**src/core/uart_clk_consts.svh**
```systemverilog
// Offsets, field positions, reset values and counts of the bit clock selector
`ifndef UART_CLK_CONSTS_SVH
`define UART_CLK_CONSTS_SVH

// ==========================================
// Register byte offsets
`define ADR_CLOCK_SELECT_A 8'h00
`define ADR_CLOCK_SELECT_B 8'h04
`define ADR_AUXILIARY_CONTROL 8'h08
`define ADR_COMMAND_REG_A 8'h0c
`define ADR_COMMAND_REG_B 8'h10
`define ADR_FRAME_LENGTH 8'h14
`define ADR_CLOCK_STATUS 8'h18

// ==========================================
// Field positions
`define RATE_SET_POS 7
`define FRAME_LEN_A_LO 0
`define FRAME_LEN_B_LO 4

// ==========================================
// Reset values
`define RESET_CLOCK_SELECT 8'h00
`define RESET_AUXILIARY 8'h00
`define RESET_FRAME_LENGTH 8'h99

// ==========================================
// Command codes
`define CMD_RX_EXT_SET 8'h08
`define CMD_RX_EXT_CLR 8'h09
`define CMD_TX_EXT_SET 8'h0a
`define CMD_TX_EXT_CLR 8'h0b

// ==========================================
// Source codes of a nibble
`define CODE_LAST_RATE 4'hc
`define CODE_TIMER 4'hd
`define CODE_EXT_16X 4'he
`define CODE_EXT_1X 4'hf

// ==========================================
// Timing counts
`define OSC_REF_MOD 24'h708000
`define SUB_LAST 4'hf
`define MID_LAST 4'h6
`define BIT_GAP 5'h10
`define MID_GAP 5'h07

`endif

```
**src/core/uart_clk_pkg.sv**
```systemverilog
// Types shared by the bit clock selector
package uart_clk_pkg;

	// ==========================================
	// Clock select register layout
	typedef struct packed {
		logic [3:0] rxCode;
		logic [3:0] txCode;
	} clkSel_t;

	// ==========================================
	// Status word
	typedef struct packed {
		logic [1:0] rxBusy;
		logic [1:0] txExt;
		logic [1:0] rxExt;
		logic rateSet;
	} clkStatus_t;

	// ==========================================
	// Clock source kinds and receiver states
	typedef enum logic [1:0] {SRC_RATE, SRC_TIMER, SRC_EXT16, SRC_EXT1} clkSrc_t;

	typedef enum logic [1:0] {RX_IDLE, RX_START, RX_DATA} rxState_t;

endpackage

```
**src/core/uart_bit_clock_select.sv**
```systemverilog
// Per-channel bit clock selection and receiver sample timing
`timescale 1ns/1ns
`include "uart_clk_consts.svh"

// Behaviour
// - Receiver clock from select bits 7:4, transmitter from 3:0, decoded independently.
// - Codes 0 to C pick a rate generator output, set by code, rate-set and extend.
// - Code D timer as 16X, E external 16X, F external 1X undivided.
// - Rate-set clear, extend clear: 50 through 38.4K table.
// - Rate-set clear, extend set: 75 through 19.2K table with high rates.
// - Rate-set set, extend clear: 75 through 19.2K table with 2000.
// - Rate-set set, extend set: 50 through 38.4K table with high rates.
// - Rate-set is auxiliary control bit 7, written directly, shared by both channels.
// - Command 08 sets receiver extend bit, 09 clears it.
// - Command 0A sets transmitter extend bit, 0B clears it.
// - Generator rates scale with oscillator frequency, tabulated at 3.6864 MHz.
// - Generator clocks run at 16X; channel divides by 16 for the bit period.
// - With 1X clock the receiver samples once per clock period.
// - 16X receiver takes the start midpoint seven periods after detection.
// - After midpoint the receiver samples every 16 clocks to character end.
// - After the stop bit the receiver waits for a new start bit.
// - Channel A external clocks: transmitter from input 3, receiver from input 4.
// - Timer square wave is used as a 16X clock.
module uart_bit_clock_select (
	// Clock, reset, enable
	input wire logic mclk,
	input wire logic nrst,
	input wire logic ce,
	// Wishbone slave
	input wire logic cyc_i,
	input wire logic stb_i,
	input wire logic we_i,
	input wire logic [7:0] adr_i,
	input wire logic [3:0] sel_i,
	input wire logic [31:0] dat_i,
	output logic [31:0] dat_o,
	output logic ack_o,
	// External clock inputs
	input wire logic gpInput3,
	input wire logic gpInput4,
	input wire logic extTxClkB,
	input wire logic extRxClkB,
	input wire logic ctSquare,
	// Serial receive lines, index 0 channel A
	input wire logic [1:0] rxSerial,
	// Channel timing outputs
	output logic [1:0] txBitTick,
	output logic [1:0] rxSampleTick,
	output logic [1:0] rxSampleBit,
	output logic [1:0] rxStartMid
);
	import uart_clk_pkg::*;

	// ==========================================
	// Decode helpers
	function automatic clkSrc_t srcOf(input logic [3:0] code);
		clkSrc_t s;
		s = SRC_RATE;
		case (code)
			`CODE_TIMER: s = SRC_TIMER;
			`CODE_EXT_16X: s = SRC_EXT16;
			`CODE_EXT_1X: s = SRC_EXT1;
			default: s = SRC_RATE;
		endcase
		return s;
	endfunction

	// Twice the bit rate, so that 134.5 stays whole
	function automatic logic [18:0] rate2x(input logic [3:0] code, input logic rs,
		input logic x);
		logic [18:0] r;
		r = 19'h0;
		case (code)
			4'h0: r = (rs ^ x) ? 19'h96 : 19'h64;
			4'h1: r = 19'hdc;
			4'h2: r = 19'h10d;
			4'h3: r = (rs ^ x) ? 19'h12c : 19'h190;
			4'h4: r = x ? 19'h1c20 : 19'h258;
			4'h5: r = x ? 19'h7080 : 19'h4b0;
			4'h6: r = x ? 19'he100 : 19'h960;
			4'h7: r = x ? 19'h1c200 : (rs ? 19'hfa0 : 19'h834);
			4'h8: r = x ? 19'h38400 : 19'h12c0;
			4'h9: r = 19'h2580;
			4'ha: r = (rs ^ x) ? 19'he10 : 19'h3840;
			4'hb: r = 19'h4b00;
			4'hc: r = (rs ^ x) ? 19'h9600 : 19'h12c00;
			default: r = 19'h0;
		endcase
		return r;
	endfunction

	// ==========================================
	// Register bus
	clkSel_t selA_q;
	clkSel_t selB_q;
	logic [7:0] aux_q;
	logic [7:0] frameLen_q;
	logic [1:0] rxExt_q;
	logic [1:0] txExt_q;
	clkStatus_t status;
	logic wrEn;
	logic [7:0] wrByte;
	logic [31:0] rdData;
	logic rateSet;
	rxState_t rxState_q [2];

	assign wrEn = ce && cyc_i && stb_i && we_i && ack_o && sel_i[0];
	assign wrByte = dat_i[7:0];
	assign rateSet = aux_q[`RATE_SET_POS];

	always_comb begin
		status.rateSet = rateSet;
		status.rxExt = rxExt_q;
		status.txExt = txExt_q;
		status.rxBusy[0] = rxState_q[0] != RX_IDLE;
		status.rxBusy[1] = rxState_q[1] != RX_IDLE;
		case (adr_i)
			`ADR_AUXILIARY_CONTROL: rdData = {24'h0, aux_q};
			`ADR_FRAME_LENGTH: rdData = {24'h0, frameLen_q};
			`ADR_CLOCK_STATUS: rdData = {25'h0, status};
			default: rdData = 32'h0;
		endcase
	end

	// Ack one cycle after the request, dropped the cycle after
	always_ff @(posedge mclk or negedge nrst) begin
		if (!nrst) begin
			ack_o <= 1'b0;
			dat_o <= 32'h0;
		end else if (ce) begin
			ack_o <= cyc_i && stb_i && !ack_o;
			dat_o <= (cyc_i && stb_i && !ack_o && !we_i) ? rdData : 32'h0;
		end
	end

	always_ff @(posedge mclk or negedge nrst) begin
		if (!nrst) begin
			selA_q <= `RESET_CLOCK_SELECT;
			selB_q <= `RESET_CLOCK_SELECT;
			aux_q <= `RESET_AUXILIARY;
			frameLen_q <= `RESET_FRAME_LENGTH;
		end else if (wrEn) begin
			case (adr_i)
				`ADR_CLOCK_SELECT_A: selA_q <= wrByte;
				`ADR_CLOCK_SELECT_B: selB_q <= wrByte;
				`ADR_AUXILIARY_CONTROL: aux_q <= wrByte;
				`ADR_FRAME_LENGTH: frameLen_q <= wrByte;
				default: frameLen_q <= frameLen_q;
			endcase
		end
	end

	// Extend bits, one pair per channel
	always_ff @(posedge mclk or negedge nrst) begin
		if (!nrst) begin
			rxExt_q <= 2'h0;
			txExt_q <= 2'h0;
		end else if (wrEn) begin
			for (int c = 0; c < 2; c++) begin
				if (adr_i == (c == 0 ? `ADR_COMMAND_REG_A : `ADR_COMMAND_REG_B)) begin
					case (wrByte)
						`CMD_RX_EXT_SET: rxExt_q[c] <= 1'b1;
						`CMD_RX_EXT_CLR: rxExt_q[c] <= 1'b0;
						`CMD_TX_EXT_SET: txExt_q[c] <= 1'b1;
						`CMD_TX_EXT_CLR: txExt_q[c] <= 1'b0;
						default: txExt_q[c] <= txExt_q[c];
					endcase
				end
			end
		end
	end

	// ==========================================
	// External clock synchronisers
	// Index 0 tx A, 1 rx A, 2 tx B, 3 rx B, 4 timer
	logic [4:0] extIn;
	logic [4:0] extMeta_q;
	logic [4:0] extSync_q;
	logic [4:0] extLast_q;
	logic [4:0] extRise;

	assign extIn = {ctSquare, extRxClkB, extTxClkB, gpInput4, gpInput3};

	always_ff @(posedge mclk or negedge nrst) begin
		if (!nrst) begin
			extMeta_q <= 5'h0;
			extSync_q <= 5'h0;
			extLast_q <= 5'h0;
		end else if (ce) begin
			extMeta_q <= extIn;
			extSync_q <= extMeta_q;
			extLast_q <= extSync_q;
		end
	end

	assign extRise = extSync_q & ~extLast_q;

	// ==========================================
	// Per-direction source selection
	logic [3:0] dirCode [4];
	logic [3:0] dirExt;
	clkSrc_t dirSrc [4];
	logic [3:0] ncoTick;
	logic [3:0] clk16;
	logic [3:0] edge1x;

	assign dirCode[0] = selA_q.txCode;
	assign dirCode[1] = selA_q.rxCode;
	assign dirCode[2] = selB_q.txCode;
	assign dirCode[3] = selB_q.rxCode;
	assign dirExt = {rxExt_q[1], txExt_q[1], rxExt_q[0], txExt_q[0]};

	for (genvar d = 0; d < 4; d++) begin : g_dir
		assign dirSrc[d] = srcOf(dirCode[d]);

		// Rate tracks mclk linearly
		bit_rate_nco u_nco (
			.mclk(mclk),
			.nrst(nrst),
			.ce(ce),
			.inc({1'b0, rate2x(dirCode[d], rateSet, dirExt[d]), 4'h0}),
			.tick(ncoTick[d])
		);

		always_comb begin
			clk16[d] = 1'b0;
			case (dirSrc[d])
				SRC_RATE: clk16[d] = ncoTick[d];
				SRC_TIMER: clk16[d] = extRise[4];
				SRC_EXT16: clk16[d] = extRise[d];
				default: clk16[d] = 1'b0;
			endcase
		end
		assign edge1x[d] = (dirSrc[d] == SRC_EXT1) && extRise[d];
	end

	// ==========================================
	// Transmitter bit period dividers
	logic [3:0] txDiv_q [2];

	for (genvar c = 0; c < 2; c++) begin : g_tx
		always_ff @(posedge mclk or negedge nrst) begin
			if (!nrst) begin
				txDiv_q[c] <= 4'h0;
				txBitTick[c] <= 1'b0;
			end else if (ce) begin
				txBitTick[c] <= edge1x[2*c] || (clk16[2*c] && txDiv_q[c] == `SUB_LAST);
				if (clk16[2*c]) begin
					txDiv_q[c] <= txDiv_q[c] + 4'h1;
				end
			end
		end
	end

	// ==========================================
	// Receiver start search and bit sampling
	logic [3:0] rxSub_q [2];
	logic [3:0] rxBits_q [2];
	logic [3:0] rxLen [2];

	assign rxLen[0] = frameLen_q[`FRAME_LEN_A_LO +: 4];
	assign rxLen[1] = frameLen_q[`FRAME_LEN_B_LO +: 4];

	for (genvar c = 0; c < 2; c++) begin : g_rx
		always_ff @(posedge mclk or negedge nrst) begin
			if (!nrst) begin
				rxState_q[c] <= RX_IDLE;
				rxSub_q[c] <= 4'h0;
				rxBits_q[c] <= 4'h0;
				rxSampleTick[c] <= 1'b0;
				rxSampleBit[c] <= 1'b0;
				rxStartMid[c] <= 1'b0;
			end else if (ce) begin
				rxSampleTick[c] <= 1'b0;
				rxStartMid[c] <= 1'b0;
				if (dirSrc[2*c+1] == SRC_EXT1) begin
					rxState_q[c] <= RX_IDLE;
					if (edge1x[2*c+1]) begin
						rxSampleTick[c] <= 1'b1;
						rxSampleBit[c] <= rxSerial[c];
					end
				end else if (clk16[2*c+1]) begin
					case (rxState_q[c])
						RX_IDLE: begin
							if (!rxSerial[c]) begin
								rxState_q[c] <= RX_START;
								rxSub_q[c] <= 4'h0;
							end
						end
						RX_START: begin
							rxSub_q[c] <= rxSub_q[c] + 4'h1;
							if (rxSub_q[c] == `MID_LAST) begin
								if (rxSerial[c]) begin
									rxState_q[c] <= RX_IDLE;
								end else begin
									rxState_q[c] <= RX_DATA;
									rxSub_q[c] <= 4'h0;
									rxBits_q[c] <= 4'h0;
									rxSampleTick[c] <= 1'b1;
									rxSampleBit[c] <= rxSerial[c];
									rxStartMid[c] <= 1'b1;
								end
							end
						end
						RX_DATA: begin
							rxSub_q[c] <= rxSub_q[c] + 4'h1;
							if (rxSub_q[c] == `SUB_LAST) begin
								rxSampleTick[c] <= 1'b1;
								rxSampleBit[c] <= rxSerial[c];
								rxBits_q[c] <= rxBits_q[c] + 4'h1;
								if (rxBits_q[c] + 4'h1 >= rxLen[c]) begin
									rxState_q[c] <= RX_IDLE;
								end
							end
						end
						default: rxState_q[c] <= RX_IDLE;
					endcase
				end
			end
		end
	end

	logic firstCycle_q;
	logic [4:0] rxGap_q [2];
	logic [4:0] txGap_q [2];

	always_ff @(posedge mclk or negedge nrst) begin
		if (!nrst) begin
			firstCycle_q <= 1'b1;
		end else begin
			firstCycle_q <= 1'b0;
		end
	end

	for (genvar c = 0; c < 2; c++) begin : g_chk
		always_ff @(posedge mclk or negedge nrst) begin
			if (!nrst) begin
				rxGap_q[c] <= 5'h0;
				txGap_q[c] <= 5'h0;
			end else if (ce) begin
				if (rxState_q[c] == RX_IDLE) begin
					rxGap_q[c] <= 5'h0;
				end else if (rxSampleTick[c]) begin
					rxGap_q[c] <= {4'h0, clk16[2*c+1]};
				end else if (clk16[2*c+1]) begin
					rxGap_q[c] <= rxGap_q[c] + 5'h1;
				end
				if (txBitTick[c]) begin
					// Divider is kept across a 1X tick, so restart from its count
					txGap_q[c] <= {1'b0, txDiv_q[c]} + {4'h0, clk16[2*c]};
				end else if (clk16[2*c]) begin
					txGap_q[c] <= txGap_q[c] + 5'h1;
				end
			end
		end

	end
endmodule

```
**src/core/bit_rate_nco.sv**
```systemverilog
// Fractional rate generator producing 16X clock pulses from the oscillator
`timescale 1ns/1ns
`include "uart_clk_consts.svh"

module bit_rate_nco #(
	parameter int ACC_W = 23
) (
	// Clock and reset
	input wire logic mclk,
	input wire logic nrst,
	input wire logic ce,
	// Step per oscillator cycle, twice the 16X rate
	input wire logic [ACC_W:0] inc,
	// One-cycle 16X pulse
	output logic tick
);
	logic [ACC_W-1:0] acc_q;
	logic [ACC_W:0] sum;

	// Exact rate ratio: tick rate is inc divided by twice the reference
	assign sum = {1'b0, acc_q} + inc;

	always_ff @(posedge mclk or negedge nrst) begin
		if (!nrst) begin
			acc_q <= '0;
			tick <= 1'b0;
		end else if (ce) begin
			if (sum >= `OSC_REF_MOD) begin
				acc_q <= ACC_W'(sum - `OSC_REF_MOD);
				tick <= 1'b1;
			end else begin
				acc_q <= sum[ACC_W-1:0];
				tick <= 1'b0;
			end
		end
	end

endmodule

```
**config.mk**
```make
export PLATFORM = sky130hd
export DESIGN_NAME = uart_bit_clock_select
export DESIGN_NICKNAME = d
export VERILOG_FILES = /design/src/core/uart_clk_pkg.sv /design/src/core/uart_bit_clock_select.sv /design/src/core/bit_rate_nco.sv
export VERILOG_INCLUDE_DIRS = /design/src /design/src/core
export SDC_FILE = /design/constraint.sdc
export NUM_CORES = 1
export LEC_CHECK = 0
export BUFFER_PORTS_ARGS = -buffer_cell sky130_fd_sc_hd__buf_2
export CORE_MARGIN = 2
export CORE_UTILIZATION = 29
export CTS_CLUSTER_DIAMETER = 60
export DETAILED_ROUTE_END_ITERATION = 8
export GPL_TIMING_DRIVEN = 0
export PLACE_DENSITY = 0.43
export REMOVE_ABC_BUFFERS = 1
export SYNTH_ARGS = -nofsm -noshare
export SYNTH_HDL_FRONTEND = slang
export SYNTH_HIERARCHICAL = 1
export SYNTH_SLANG_ARGS = --single-unit
```
**constraint.sdc**
```tcl
create_clock -name mclk -period 8 [get_ports mclk]
set_input_delay 1.6 -clock mclk [delete_from_list [all_inputs] [get_ports mclk]]
set_output_delay 1.6 -clock mclk [all_outputs]
set_load 0.01 [all_outputs]
```
; ---- After elaboration in Yosys (flattened, before gate mapping)
; Index checks and enable logic that the tools add are counted.
[totals]
regBits = 216
latchBits = 0
ram_bits = 0
rom_bits = 0
input_bits = 57
output_inout_bits = 41
elab_cells = 363
memories = 0
[classes]
add_sub_neg = 14
mul = 0
div = 0
order_cmp = 6
n_eq_ne = 112
shift = 0
n_mux = 125
bitwise = 8
n_reduce_logical = 59
[ops]
columns = op, count
row1 = $pmux W19 S13, 3
row2 = $pmux W18 S13, 1
row3 = $eq A4 B4 Y1 const B, 36
row4 = $ge A24 B23 Y1 const B, 4
row5 = $mux W23, 4
row6 = $sub A23 B23 Y23 const B, 4
row7 = $mux W17, 5
row8 = $add A23 B23 Y24, 3
row9 = $eq A4 B3 Y1 const B, 18
row10 = $mux W18, 4
row11 = $mux W16, 4
row12 = $mux W8, 8
row13 = $mux W15, 4
row14 = $mux W19, 3
row15 = $mux W14, 4
row16 = $mux W13, 4
row17 = $eq A8 B4 Y1 const B, 6
row18 = $mux W4, 10
row19 = $pmux W2 S3, 6
row20 = $mux W1, 34
row21 = $eq A4 B2 Y1 const B, 8
row22 = $mux W32, 1
row23 = $ne A3 B3 Y1 const B, 10
row24 = $mux W2, 14
row25 = other kinds (32), 126

; ---- Depth between registers and ports, before layout
; Gate-level depths: netlist of run 1.
[depth]
word_depth = 7
ltp_mapped = 22
mapped_depth_nobuf = 20

; ---- Modules after synthesis
; The synthesis of run 1 kept the hierarchy.
[modules_own_cells]
columns = module, instances, cells_each, area_per_inst_um2, seq_area_each_um2
row1 = bit_rate_nco at g_dir[0].u_nco ..., 3, 303, 2652.5, 600.6
row2 = uart_bit_clock_select, 1, 895, 7549.7, 2407.3
row3 = bit_rate_nco at g_dir[1].u_nco, 1, 294, 2621.3, 600.6

; ---- Worst setup path after synthesis of run 1
; No wires, ideal clock.
[synth_path]
path_type = register to register
from = register txExt_q[1]
to = register g_dir[2].u_nco.acc_q[17]
setup_time_ps = 124
t_arrival_ps = 4228
required_time_ps = 7876
slack_ps = 3648
path_stages_with_launch = 21
n_path_buf = 4
period_less_slack_ps = 4352
path_cell_list = dfrtp_1 > inv_1 > clkbuf_1 > ha_1 > clkbuf_1 > inv_1 > nor3_1 > o21ai_0 > nand3_1 > ha_1 > buf_6 > a21oi_1 > o21ai_1 > or2_1 > o21a_2 > mux2_4 > or2_1 > a2111oi_4 > buf_6 > nor4_1 > a211o_1
[synth_via]
elab_chain_len = 6
elab_cells_between_ends = 15
cone_classes = add/sub (2) / order compare (1) / mux (11) / bitwise (1)
[synth_rtl]
columns = element, line_no
row1 = from (decl), uart_bit_clock_select.sv:99  ; logic [1:0] txExt_q;
row2 = "from (signal, indexed assignment)", uart_bit_clock_select.sv:166  ; default: txExt_q[c] <= txExt_q[c];
row3 = $xor A1 B1 Y1, n/a
row4 = "$mux W8, or another cell as far along", uart_bit_clock_select.sv:74  ; 4'h0: r = (rs ^ x) ? 19'h96 : 19'h64;
row5 = $pmux W19 S13 (*), uart_bit_clock_select.sv:73  ; case (code)
row6 = $add A23 B23 Y24 (*), bit_rate_nco.sv:21  ; assign sum = {1'b0, acc_q} + inc;
row7 = $sub A23 B23 Y23 (no source line) or $ge A24 B23 Y1 (tied branches), n/a
row8 = $mux W23 (*), bit_rate_nco.sv:28  ; if (sum >= `OSC_REF_MOD) begin
row9 = to (signal assigned), bit_rate_nco.sv:29  ; acc_q <= ACC_W'(sum - `OSC_REF_MOD);
row10 = to (signal assigned), bit_rate_nco.sv:32  ; acc_q <= sum[ACC_W-1:0];
row11 = to (decl), bit_rate_nco.sv:17  ; logic [ACC_W-1:0] acc_q;
; Mark *: on every way between the ends. The rest lies on a longest branch, timed or not.
; A chain may end at the register's enable or synchronous reset.

; ---- Worst setup path after layout of run 1
[layout_path]
from = register rxExt_q[1]
to = register g_dir[3].u_nco.acc_q[17]
[layout_via]
elab_chain_len = 6
elab_cells_between_ends = 15
cone_classes = add/sub (2) / order compare (1) / mux (11) / bitwise (1)
[layout_rtl]
columns = element, line_no
row1 = from (decl), uart_bit_clock_select.sv:98  ; logic [1:0] rxExt_q;
row2 = from (signal assigned), uart_bit_clock_select.sv:156  ; rxExt_q <= 2'h0;
row3 = "from (signal, indexed assignment)", uart_bit_clock_select.sv:162  ; `CMD_RX_EXT_SET: rxExt_q[c] <= 1'b1;
row4 = "from (signal, indexed assignment)", uart_bit_clock_select.sv:163  ; `CMD_RX_EXT_CLR: rxExt_q[c] <= 1'b0;
row5 = $xor A1 B1 Y1, n/a
row6 = "$mux W8, or another cell as far along", uart_bit_clock_select.sv:74
row7 = $pmux W18 S13 (*), uart_bit_clock_select.sv:73
row8 = $add A23 B22 Y24 (*), bit_rate_nco.sv:21
row9 = $sub A23 B23 Y23 (no source line) or $ge A24 B23 Y1 (tied branches), n/a
row10 = $mux W23 (*), bit_rate_nco.sv:28
row11 = to (signal assigned), bit_rate_nco.sv:29
row12 = to (signal assigned), bit_rate_nco.sv:32
row13 = to (decl), bit_rate_nco.sv:17
; Marked as above.

==> results of run 1 <==
## stage by stage
step                      hold WS, ps  instance area [um^2]  setup WS (ps)  std cells
after floorplan                 445.9                 17450           3654       2013
after global placement          471.2                 18720          254.8       2896
after detailed placement        469.7                 18790           2402       2898
after CTS                       482.0                 19430           2389       2928
after global routing            492.6                 19430           1906       2928
final                           478.5                 19430           2349       2928
## routing by layer
metal | wire length [um] | part of all wire, %
met5 | 0 | 0
met4 | 771 | 1.6
met3 | 1557 | 3.2
met2 | 21800 | 45
met1 | 24820 | 51
## layout by cell type (no fill, tap or decap), drive strengths merged, types with 16 or more instances in the layout
master,synthesis,routed
nand2,192,192
dfrtp,188,188
a21oi,167,167
nor2,147,147
o21ai,147,147
ha,132,132
mux2,110,110
nand3,73,73
inv,61,61
conb,1,53
nor3,48,48
buf,80,48
xnor2,46,46
nand2b,42,42
a31oi,38,38
a21o,38,38
xor2,35,35
nand4,33,33
and3,32,32
nor2b,30,30
mux2i,28,28
o21a,24,24
o211ai,21,21
clkbuf,57,20
or2,20,20
and2,18,18
o21bai,16,16
o2bb2ai,16,16
## critical path, cell delays in order (launching register included)
cell       delay [ps]
dfrtp_1           670
clkinv_1          540
ha_1              660
inv_1             210
nor3_1            270
a311oi_1           80
a311oi_1          370
ha_1              380
a21oi_2           270
o21ai_2           160
o21ai_0           210
nand2b_1           80
a21oi_1           440
a22oi_4           170
a2111oi_4         680
nor4_1             90
a211o_1           260
## worst paths after layout
path | start | to | slack (ps) | depth (start not counted)
max | rxExt_q[1] | g_dir[3].u_nco/acc_q[17] | 2350 | 16
min | txDiv_q[3] | txDiv_q[3] | 480 | 1
max reg2reg | rxExt_q[1] | g_dir[3].u_nco/acc_q[17] | 2350 | 16
min reg2reg | txDiv_q[3] | txDiv_q[3] | 480 | 1
max in group asynchronous | nrst | g_dir[0].u_nco/acc_q[18] | 5860 | 2
min in group asynchronous | nrst | g_dir[2].u_nco/acc_q[22] | 1120 | 1
## registers in the layout (all words and copies together) (netlist names)
signal             cells
g_dir.u_nco/acc_q     92
dirCode               16
aux_q                  8
dat_o                  8
frameLen_q             8
rxBits_q               8
rxSub_q                8
txDiv_q                8
extLast_q              5
extMeta_q              5
extSync_q              5
g_dir.u_nco/tick       4
rxState_q              4
rxExt_q                2
rxSampleBit            2
rxSampleTick           2
rxStartMid             2
txBitTick              2
txExt_q                2
ack_o                  1
## power breakdown
group          switching, mW  leakage, nW  internal, mW
clock                  0.420        0.298         0.559
sequential             0.204         2.35          1.29
combinational           1.79         5.45          1.37
total                   2.41         8.09          3.22
## kinds of logic (layout without fill, tap and decap cells)
group | count (synthesis) | in the layout | share of synthesized area (%)
mux | 138 | 138 | 8.524
other cells | 1 | 53 | 0.02069
buf+inv | 207 | 148 | 6.294
fa+ha+maj | 136 | 136 | 9.552
xor+xnor | 81 | 81 | 4.038
compound gates | 646 | 646 | 25.25
flops | 192 | 192 | 26.53
simple gates | 697 | 697 | 19.79
## area by class of cell
class	instances	area, um^2
clock inverters	10	186.4
clock buffers	20	446.7
inverters	70	262.8
flip-flops and latches	192	4810
well taps	837	1047
fillers	6564	42280
multi-input cells	1751	12370
repair buffers	48	301.5
==> results.txt, run 1 <==
----------------------------------------------------
[Timing]
  Worst-case headroom to the max-slew limit ... 24.59%
  Final hold vios ... 0
  Final clock skew ... 11.54 ps
  Setup TNS after final layout ... 0 ps
  Final Setup Violations ... 0
  Setup repair after global routing missed its margin ... false
  Peak clock frequency supported by timing ... about 0.18 GHz
  Max-slew violation total from the final report ... 0
  Transition time of the tightest slew-check pin ... 1127 ps
  Portion of the clock cycle consumed by the worst path in the final layout ... 70.63%
  Time the final worst path needs with I/O delays and setup ... around 5700 ps

[Pwr]
  Power Density ... ~290 mW/mm^2
  Final Total Pwr ... about 5.6 mW
  Maximum resistive drop on vdd ... 0.0002048 V
  Leakage power total ... 8.091 nW

[Worst setup path]
  Arrival @ worst endpoint ... 6030 ps
  Endpoint required time on the critical path ... 8380 ps
  Startpoint type of the worst setup path ... register
  Worst-path fanout max ... 13
  Endpoint kind of the worst setup timing path ... register
  Setup CP Type ... register to register

[Run status]
  Result of the run ... finished, final reports clean

[Floorplanning]
  Area of the die ... 0.06453 mm^2
  Row count ... 91
  Number of top-level pins ... 98
  Die extent in x ... 254.0 um
  Starting Density ... 29.38%
  Core box area ... 0.06171 mm^2
  Floorplan die height ... 254.0 um

[Detailed routing]
  Number of DRC markers in iteration 0 ... 982
  Vias after detailed routing ... 15409
  Via-to-Cell Ratio ... around 5.3
  WL per Instance ... 16.72 um
  Number of search-and-repair iterations in the first detailed-routing pass ... 5
  Final routed DRC violation total ... 0
  Total wire length ... 48940 um
  Count of nets left with antenna violations after detail routing ... 0

[CTS]
  Total number of clock tree sinks ... 192
  Clock transition at path regs ... 70 ps
  Number of clock buffers inserted by TritonCTS ... 17
  Buffers inserted during post-CTS setup optimization ... 0
  Root Buffer ... clkbuf_16
  Number of levels the H-tree was split into ... 4
  Hold-fix buffers at CTS ... 0
  Later-pin clock latency in the skew report ... 490 ps
  Post_cts resized ... 0
  TritonCTS clock tree ... built
  Clock Tree Buf Depth ... 2

[Min path]
  Worst min-delay path category ... register to register

[Synth]
  Number of synthesis warnings ... 6
  Sequential share of the synthesized area ... 26.53%
  Most frequent cell after synthesis ... nand2_1
  Count of different cell masters after synthesis ... roughly 110
  Share of flip-flops with an asynchronous set or reset after synthesis ... 100.0%
  Avg Synthesized Cell Area ... 8.641 um^2
  Flip-flop cell with the highest count after synthesis ... dfrtp_1
  Library cell with the largest summed area after synthesis ... dfrtp_1
  Number of synthesized flops with an enable pin ... 0
  Leading cell types by total area after synthesis ... dfrtp_1 26%, ha_1 9.1%, mux2_2 6.3%
  Top post-synthesis cells by count ... 192 x nand2_1, 188 x dfrtp_1, 151 x a21oi_1
  Area fraction of the dominant cell type after synthesis ... approximately a quarter
  Count of mapped cells out of synthesis ... ~2100
  Post-synthesis sequential element count ... 192
  Cell area after synthesis ... between 0.015 and 0.02 mm^2

[GRT]
  Global-route wire length before repair ... 80230 um
  Met1 GRT Util ... 21.87%
  Global Route met3 Usage ... between 2 and 2.5%
  Pin count of the biggest net entering global routing ... 106
  Overall Global Routing Usage ... between 15 and 20%
  Busiest layer in global routing ... met2
  Met2 Resource Use GR ... 24.25%
  Number of global-route vias before repair ... 14826
  GRT overflow ... 0
  Number of antenna violations at the first check in global routing ... 0

[Place]
  Sum of net half-perimeters after detailed placement ... 35870 um
  Port bufs ... 46
  Gpl congestion ... approximately 0.83

[Finish]
  P&R area growth vs syn ... 7.164%
  Antenna diode count ... 0
  Finished Core Util ... between 30% and 40%
  Ratio of cells with drive above 1 in the final layout ... 14.63%
  Post-layout net count ... 2273

[Job]
  Max-capacitance violation count ... 0

----------------------------------------------------
No activity file was read; power rests on OpenSTA's default activity.
==> inputs of run 2 (changes only) <==
--- a/config.mk
+++ b/config.mk
@@ -12,7 +12,7 @@
 export CTS_CLUSTER_DIAMETER = 60
 export DETAILED_ROUTE_END_ITERATION = 8
 export GPL_TIMING_DRIVEN = 0
-export PLACE_DENSITY = 0.43
+export PLACE_DENSITY = 0.44
 export REMOVE_ABC_BUFFERS = 1
 export SYNTH_ARGS = -nofsm -noshare
 export SYNTH_HDL_FRONTEND = slang
==> constraint.sdc (replaced) <==
create_clock -name mclk -period 4.6 [get_ports mclk]
set_input_delay 0.92 -clock mclk [delete_from_list [all_inputs] [get_ports mclk]]
set_output_delay 0.92 -clock mclk [all_outputs]
set_load 0.01 [all_outputs]
==> results.txt, run 2 (synthesis results as in run 1) <==
----------------------------------------------------
[Run status]
  Result of the run ... finished, final reports clean

[Floorplanning]
  Floorplan die height ... 254.0 um (unchanged)
  Starting Density ... 29.38% (unchanged)
  Number of top-level pins ... 98 (unchanged)
  Core box area ... 0.06171 mm^2 (unchanged)
  Row count ... 91 (unchanged)
  Area of the die ... 0.06453 mm^2 (unchanged)
  Die extent in x ... 254.0 um (unchanged)

[CTS]
  Total number of clock tree sinks ... 192 (unchanged)
  Root Buffer ... clkbuf_16
  Number of levels the H-tree was split into ... 4 (unchanged)
  TritonCTS clock tree ... built
  Clock transition at path regs ... 80 ps (about the same)
  Later-pin clock latency in the skew report ... 490 ps (about the same)
  Clock Tree Buf Depth ... 2 (unchanged)
  Number of clock buffers inserted by TritonCTS ... 17 (unchanged)

[Finish]
  Largest reg by FF count ... g_dir.u_nco/acc_q
  Largest register FFs ... 92 (unchanged)
  Reg area ... 0.004841 mm^2 (+0.65%)
  Ratio of cells with drive above 1 in the final layout ... 20.42% (+5.8 points)
  Total of fill cells in the finished design ... 6538 (-0.40%)
  Most frequent standard cell in the layout excluding fill and tap cells ... nand2_1
  P&R area growth vs syn ... 10.93%
  Post-layout net count ... 2305 (+1.4%)
  Area of the multi-input gates ... 0.01278 mm^2 (+3.3%)
  Commonest cells after routing, fill and taps aside ... 192 x nand2_1, 169 x dfrtp_1, 140 x nor2_1
  Antenna diode count ... 0 (unchanged)

[Pwr]
  Sequential share of power ... 26.1% (-0.4 points)
  Leakage power total ... 8.237 nW (+1.8%)
  Switch Pwr ... 4.357 mW (+80%)
  Clock network power share ... 15.9% (-1.5 points)
  Power share of the combinational group ... 58.0% (+1.9 points)
  Pint ... 5.636 mW (+75%)
  Switching part of the total ... 43.60% (+0.75 points)
  Power Density ... 497.0 mW/mm^2 (+71%)
  Maximum resistive drop on vdd ... 0.0003107 V (+52%)

[Place]
  Sum of net half-perimeters after detailed placement ... 35830 um (-0.11%)
  Port bufs ... 46 (unchanged)
  Gpl congestion ... 0.8287 (+0.15%)
  Post-placement worst setup slack ... -861.5 ps (-3263 ps)

[GRT]
  Met1 GRT Util ... 21.88% (about the same)
  Overall Global Routing Usage ... 15.44% (-0.039 points)
  Pin count of the biggest net entering global routing ... 108 (+1.9%)
  Busiest layer in global routing ... met2
  Global Route met3 Usage ... 2.079% (-0.23 points)
  Number of antenna violations at the first check in global routing ... 1 (+1)
  Met2 Resource Use GR ... 24.53% (+0.28 points)
  Global-route wire length before repair ... 80310 um (about the same)
  Number of global-route vias before repair ... 14853 (+0.18%)
  GRT overflow ... 0 (unchanged)

[Timing]
  Transition time of the tightest slew-check pin ... 966.7 ps (-160.6 ps)
  Peak clock frequency supported by timing ... 0.2269 GHz (+28%)
  Max-slew violation total from the final report ... 0 (unchanged)
  Final hold vios ... 0 (unchanged)
  Worst-case headroom to the max-slew limit ... 35.16% (+11 points)
  Final worst setup slack ... 193.1 ps (-2156 ps)
  Post-route worst hold slack ... 423.9 ps (-54.60 ps)
  Final clock skew ... 12.15 ps (+0.6056 ps)
  Setup repair after global routing missed its margin ... true
  Time the final worst path needs with I/O delays and setup ... 4407 ps (-1244 ps)
  Portion of the clock cycle consumed by the worst path in the final layout ... 95.80% (+25 points)
  Final Setup Violations ... 0 (unchanged)

[Worst setup path]
  Startpoint type of the worst setup path ... register
  Arrival @ worst endpoint ... 4820 ps (-1210 ps)
  Endpoint required time on the critical path ... 5020 ps (-3360 ps)
  Setup CP Type ... register to register
  Endpoint kind of the worst setup timing path ... register
  Worst-path fanout max ... 11 (-2)
  Setup slack of the most critical reg-to-reg path ... 190 ps (-2160 ps)

[Job]
  Max-capacitance violation count ... 0 (unchanged)

[Detailed routing]
  Final routed DRC violation total ... 0 (unchanged)
  Count of nets left with antenna violations after detail routing ... 0 (unchanged)
  Via-to-Cell Ratio ... 5.268 (about the same)
  Total wire length ... 49570 um (+1.3%)
  Number of DRC markers in iteration 0 ... 987 (+0.51%)
  Number of search-and-repair iterations in the first detailed-routing pass ... 7 (+2)
  Vias after detailed routing ... 15603 (+1.3%)
  WL per Instance ... 16.74 um (+0.12%)

[Min path]
  Worst min-delay path category ... input port to asynchronous set/reset pin

----------------------------------------------------
## run 2: cell count changes in the layout (fill, tap and decap cells not counted), moves of 7 or more
cell / previous run / this run
a21oi_1: 151 / 137
o21ai_1: 27 / 34
dfrtp_1: 188 / 169
buf_4: 0 / 28
dfrtp_2: 0 / 16
a21oi_2: 16 / 25
ha_1: 132 / 112
clkinvlp_4: 3 / 11
ha_4: 0 / 7
o21ai_0: 113 / 99
ha_2: 0 / 13
## run 2: final cells by class
| class | count | share of cell area [%] |
|---|---|---|
| Clock inverter | 14 | 0.7715 |
| Clock buffer | 18 | 2.184 |
| Timing Repair Buffer | 80 | 2.738 |
| Tap cell | 837 | 5.208 |
| Inverter | 70 | 1.487 |
| Multi-Input combinational cell | 1751 | 63.54 |
| Sequential cell | 192 | 24.07 |
## run 2: worst max-delay path: stages, from the launching register on
cell	delay (ps)
dfrtp_2	410
clkinvlp_4	150
buf_4	160
ha_4	330
mux2i_1	110
o21bai_1	150
a2bb2oi_1	110
a311o_1	360
o21ai_2	110
ha_4	260
a21oi_4	230
o21ai_4	110
or4_1	520
mux2_4	310
a22oi_4	250
a2111oi_4	90
buf_4	190
or3_1	310
a31oi_1	160
## run 2: worst paths after layout
kind,startpoint,endpoint,cells past startpoint
min in group mclk,txDiv_q[3],txDiv_q[3],1
worst max-delay path,aux_q[7],g_dir[0].u_nco/acc_q[16],18
worst min-delay path,nrst,g_dir[2].u_nco/acc_q[0],1
max in group asynchronous,nrst,dirCode[10],2
worst min register to register,txDiv_q[3],txDiv_q[3],1
worst max register to register,aux_q[7],g_dir[0].u_nco/acc_q[16],18
## run 2: layer usage
| layer | vias to the layer above | routed length, um |
|---|---|---|
| li1 | 7747 | - |
| met1 | 7577 | 25050 |
| met2 | 247 | 22550 |
| met3 | 32 | 1304 |
| met4 | 0 | 668 |
| met5 | - | 0 |
## run 2: metrics by stage
step / setup TNS (ps) / power, mW / cell area (um^2) / instances / util (%)
finish: 0 / 9.994 / 20110 / 2962 / 32.59
global route: -210.3 / 10.92 / 20110 / 2962 / 32.59
CTS: 0 / 9.856 / 19680 / 2946 / 31.89
detailed placement: -20750 / 8.090 / 18790 / 2898 / 30.46
global placement: -323120 / 8.000 / 18720 / 2896 / 30.34
floorplan: 0 / 6.941 / 17450 / 2013 / -
## run 2: repair_timing
action,in CTS,in global routing
pin swaps,9,20
setup buffers,16,16
hold buffers,0,0
gates resized for setup,48,86
endpoints found under the setup margin,36,33
endpoints found under the hold margin,0,0
## run 2: power by group through the flow
| stage | Sequential [mW] | Clock (mW) | Combinational, mW |
|---|---|---|---|
| floorplan | 2.52 | 0 | 4.42 |
| global placement | 2.62 | 0 | 5.38 |
| detailed placement | 2.63 | 0 | 5.46 |
| CTS | 2.61 | 1.68 | 5.57 |
| global route | 2.69 | 1.74 | 6.49 |
| finish | 2.61 | 1.59 | 5.79 |
==> inputs of run 3 (changes only) <==
--- a/config.mk
+++ b/config.mk
@@ -7,13 +7,16 @@
 export NUM_CORES = 1
 export LEC_CHECK = 0
 export BUFFER_PORTS_ARGS = -buffer_cell sky130_fd_sc_hd__buf_2
+export CELL_PAD_IN_SITES_DETAIL_PLACEMENT = 1
+export CELL_PAD_IN_SITES_GLOBAL_PLACEMENT = 1
 export CORE_MARGIN = 2
 export CORE_UTILIZATION = 29
 export CTS_CLUSTER_DIAMETER = 60
 export DETAILED_ROUTE_END_ITERATION = 8
 export GPL_TIMING_DRIVEN = 0
-export PLACE_DENSITY = 0.44
+export PLACE_DENSITY = 0.55
 export REMOVE_ABC_BUFFERS = 1
+export SLEW_MARGIN = 20
 export SYNTH_ARGS = -nofsm -noshare
 export SYNTH_HDL_FRONTEND = slang
 export SYNTH_HIERARCHICAL = 1
==> constraint.sdc (replaced) <==
create_clock -name mclk -period 4.6 [get_ports mclk]
set_input_delay 0.92 -clock mclk [delete_from_list [all_inputs] [get_ports mclk]]
set_output_delay 0.92 -clock mclk [all_outputs]
set_load 0.1 [all_outputs]
==> results.txt, run 3 (synthesis results as in run 1) <==
----------------------------------------------------
[CTS]
  Number of levels the H-tree was split into ... 4 (unchanged)
  Clock Tree Buf Depth ... 2 (unchanged)
  Clock transition at path regs ... 70 ps (about the same)
  Root Buffer ... clkbuf_16
  Total number of clock tree sinks ... 192 (unchanged)
  TritonCTS clock tree ... built
  Number of clock buffers inserted by TritonCTS ... 17 (unchanged)
  Hold-fix buffers at CTS ... 0 (unchanged)
  Later-pin clock latency in the skew report ... 490 ps (about the same)

[Timing]
  Worst-case headroom to the max-slew limit ... 32.85% (-2.3 points)
  Setup TNS after final layout ... 0 ps (unchanged)
  Setup repair after global routing missed its margin ... true
  Post-route worst hold slack ... 316.2 ps (-107.8 ps)
  Peak clock frequency supported by timing ... 0.2265 GHz (-0.18%)
  Final Setup Violations ... 0 (unchanged)
  Portion of the clock cycle consumed by the worst path in the final layout ... 95.97% (+0.17 points)
  Transition time of the tightest slew-check pin ... 1001 ps (+34.31 ps)
  Final clock skew ... 9.837 ps (-2.313 ps)
  Final hold vios ... 0 (unchanged)
  Max-slew violation total from the final report ... 0 (unchanged)
  Final worst setup slack ... 185.4 ps (-7.754 ps)
  Time the final worst path needs with I/O delays and setup ... 4415 ps (+7.754 ps)

[Detailed routing]
  Via-to-Cell Ratio ... 5.290 (+0.43%)
  Count of nets left with antenna violations after detail routing ... 0 (unchanged)
  Vias after detailed routing ... 15797 (+1.2%)
  Final routed DRC violation total ... 0 (unchanged)
  WL per Instance ... 18.24 um (+9.0%)
  Number of search-and-repair iterations in the first detailed-routing pass ... 4 (-3)
  Total wire length ... 54450 um (+9.8%)
  Number of DRC markers in iteration 0 ... 694 (-30%)

[Finish]
  Ratio of cells with drive above 1 in the final layout ... 22.15% (+1.7 points)
  Antenna diode count ... 0 (unchanged)
  Finished Core Util ... 33.14% (+0.55 points)
  Commonest cells after routing, fill and taps aside ... 191 x nand2_1, 167 x dfrtp_1, 141 x nor2_1
  P&R area growth vs syn ... 12.80%
  Most frequent standard cell in the layout excluding fill and tap cells ... nand2_1
  Largest reg by FF count ... g_dir.u_nco/acc_q
  Largest register FFs ... 92 (unchanged)
  Total of fill cells in the finished design ... 7328 (+12%)
  Post-layout net count ... 2329 (+1.0%)

[Floorplanning]
  Area of the die ... 0.06453 mm^2 (unchanged)
  Floorplan die height ... 254.0 um (unchanged)
  Row count ... 91 (unchanged)
  Core box area ... 0.06171 mm^2 (unchanged)
  Starting Density ... 29.38% (unchanged)
  Die extent in x ... 254.0 um (unchanged)
  Number of top-level pins ... 98 (unchanged)

[GRT]
  Number of global-route vias before repair ... 16284 (+9.6%)
  Number of antenna violations at the first check in global routing ... 1 (unchanged)
  Global-route wire length before repair ... 89240 um (+11%)
  Pin count of the biggest net entering global routing ... 85 (-21%)
  Overall Global Routing Usage ... 17.16% (+1.7 points)
  GRT overflow ... 0 (unchanged)

[Worst setup path]
  Cell repeated most along the worst path ... ha_4
  Worst-path fanout max ... 6 (-5)
  Setup CP Type ... register to register
  Largest delay share family, worst path ... compound AO/OA/AOI/OAI gates
  Slowest stage cell on the critical path ... or4_1
  Endpoint required time on the critical path ... 5020 ps (about the same)
  Startpoint type of the worst setup path ... register
  Total buffers and inverters traversed by the critical path ... 3 (unchanged)
  Arrival @ worst endpoint ... 4830 ps (about the same)
  Cell Chain, Critical Path ... clkinvlp_4, buf_4, ha_4, mux2i_1, o21bai_1, a2bb2oi_2, a311o_1, o21ai_2, ha_4, a21oi_4, o21ai_4, or4_1, mux2_4, a22oi_4, a2111oi_4, buf_6, or3_1, a31oi_1
  Endpoint kind of the worst setup timing path ... register
  Worst setup startpoint ... aux_q[7]
  Peak per-stage delay on the critical path ... 520 ps (about the same)
  Reg-to-Reg Start ... aux_q[7]

[Place]
  Port bufs ... 46 (unchanged)
  Post-placement worst setup slack ... -1091 ps (-229.0 ps)
  Sum of net half-perimeters after detailed placement ... 39670 um (+11%)
  Gpl congestion ... 0.8314 (+0.33%)

[Pwr]
  Power Density ... 507.6 mW/mm^2 (+2.1%)
  Final Total Pwr ... 10.38 mW (+3.9%)
  Leakage power total ... 8.414 nW (+2.2%)
  Maximum resistive drop on vdd ... 0.0002880 V (-7.3%)

[Job]
  Max-capacitance violation count ... 0 (unchanged)

[Run status]
  Result of the run ... finished, final reports clean

[Min path]
  Worst min-delay path category ... input port to asynchronous set/reset pin

----------------------------------------------------
-- run 3: cell types whose count changed in the layout (fill, tap and decap cells not counted), sizes merged --
cell	change
buf	+24
bufinv	-2
clkbuf	+4
clkinv	+4
clkinvlp	-3
inv	-3
-- run 3: metal layers --
metal	vias up	wire length (um)	global-route usage (%)
li1	7749	-	-
met1	7871	27430	24.01
met2	150	25270	28.11
met3	27	1192	2.356
met4	0	557	3.445
met5	-	0	0
-- run 3: area by class of cell --
type                       instances  area [um^2]  share of cell area, %
timing repair buffer             104        779.5                  3.812
clock buffer                      22        464.2                  2.270
tap                              837         1047                  5.121
multi-input combinational       1751        12950                  63.34
inverter                          70        295.3                  1.444
sequential                       192         4848                  23.71
clock inverter                    10        62.56                 0.3059
-- run 3: repair_timing --
action                                 CTS  global route
gates cloned                             0             1
endpoints found under the hold margin    0             0
pin swaps                               13            40
resized for setup                       56           115
setup endpoints to repair               36            33
buffers inserted                        21            33
-- run 3: worst paths after layout --
path	end	slack, ps	cells past startpoint
setup / recovery	g_dir[0].u_nco/acc_q[15]	190	18
hold / removal	g_dir[1].u_nco/acc_q[18]	320	1
setup reg to reg	g_dir[0].u_nco/acc_q[15]	190	18
hold reg to reg	txDiv_q[7]	470	1
max in group asynchronous	dirCode[6]	3420	2
min in group mclk	txDiv_q[7]	470	1
-- run 3: through the flow --
| stage | area [um^2] | cells |
|---|---|---|
| 2_1_floorplan | 17450 | 2013 |
| 3_3_place_gp | 18720 | 2896 |
| 3_5_place_dp | 18830 | 2899 |
| 4_1_cts | 19700 | 2952 |
| 5_1_grt | 20450 | 2986 |
| 6_report | 20450 | 2986 |
-- run 3: report_power, final --
part / leakage (nW) / switching [mW] / internal, mW / total, mW
Clock: 0.260 / 0.739 / 0.716 / 1.46
Sequential: 2.32 / 0.374 / 2.24 / 2.62
Combinational: 5.83 / 3.57 / 2.74 / 6.31
Total: 8.41 / 4.68 / 5.70 / 10.4
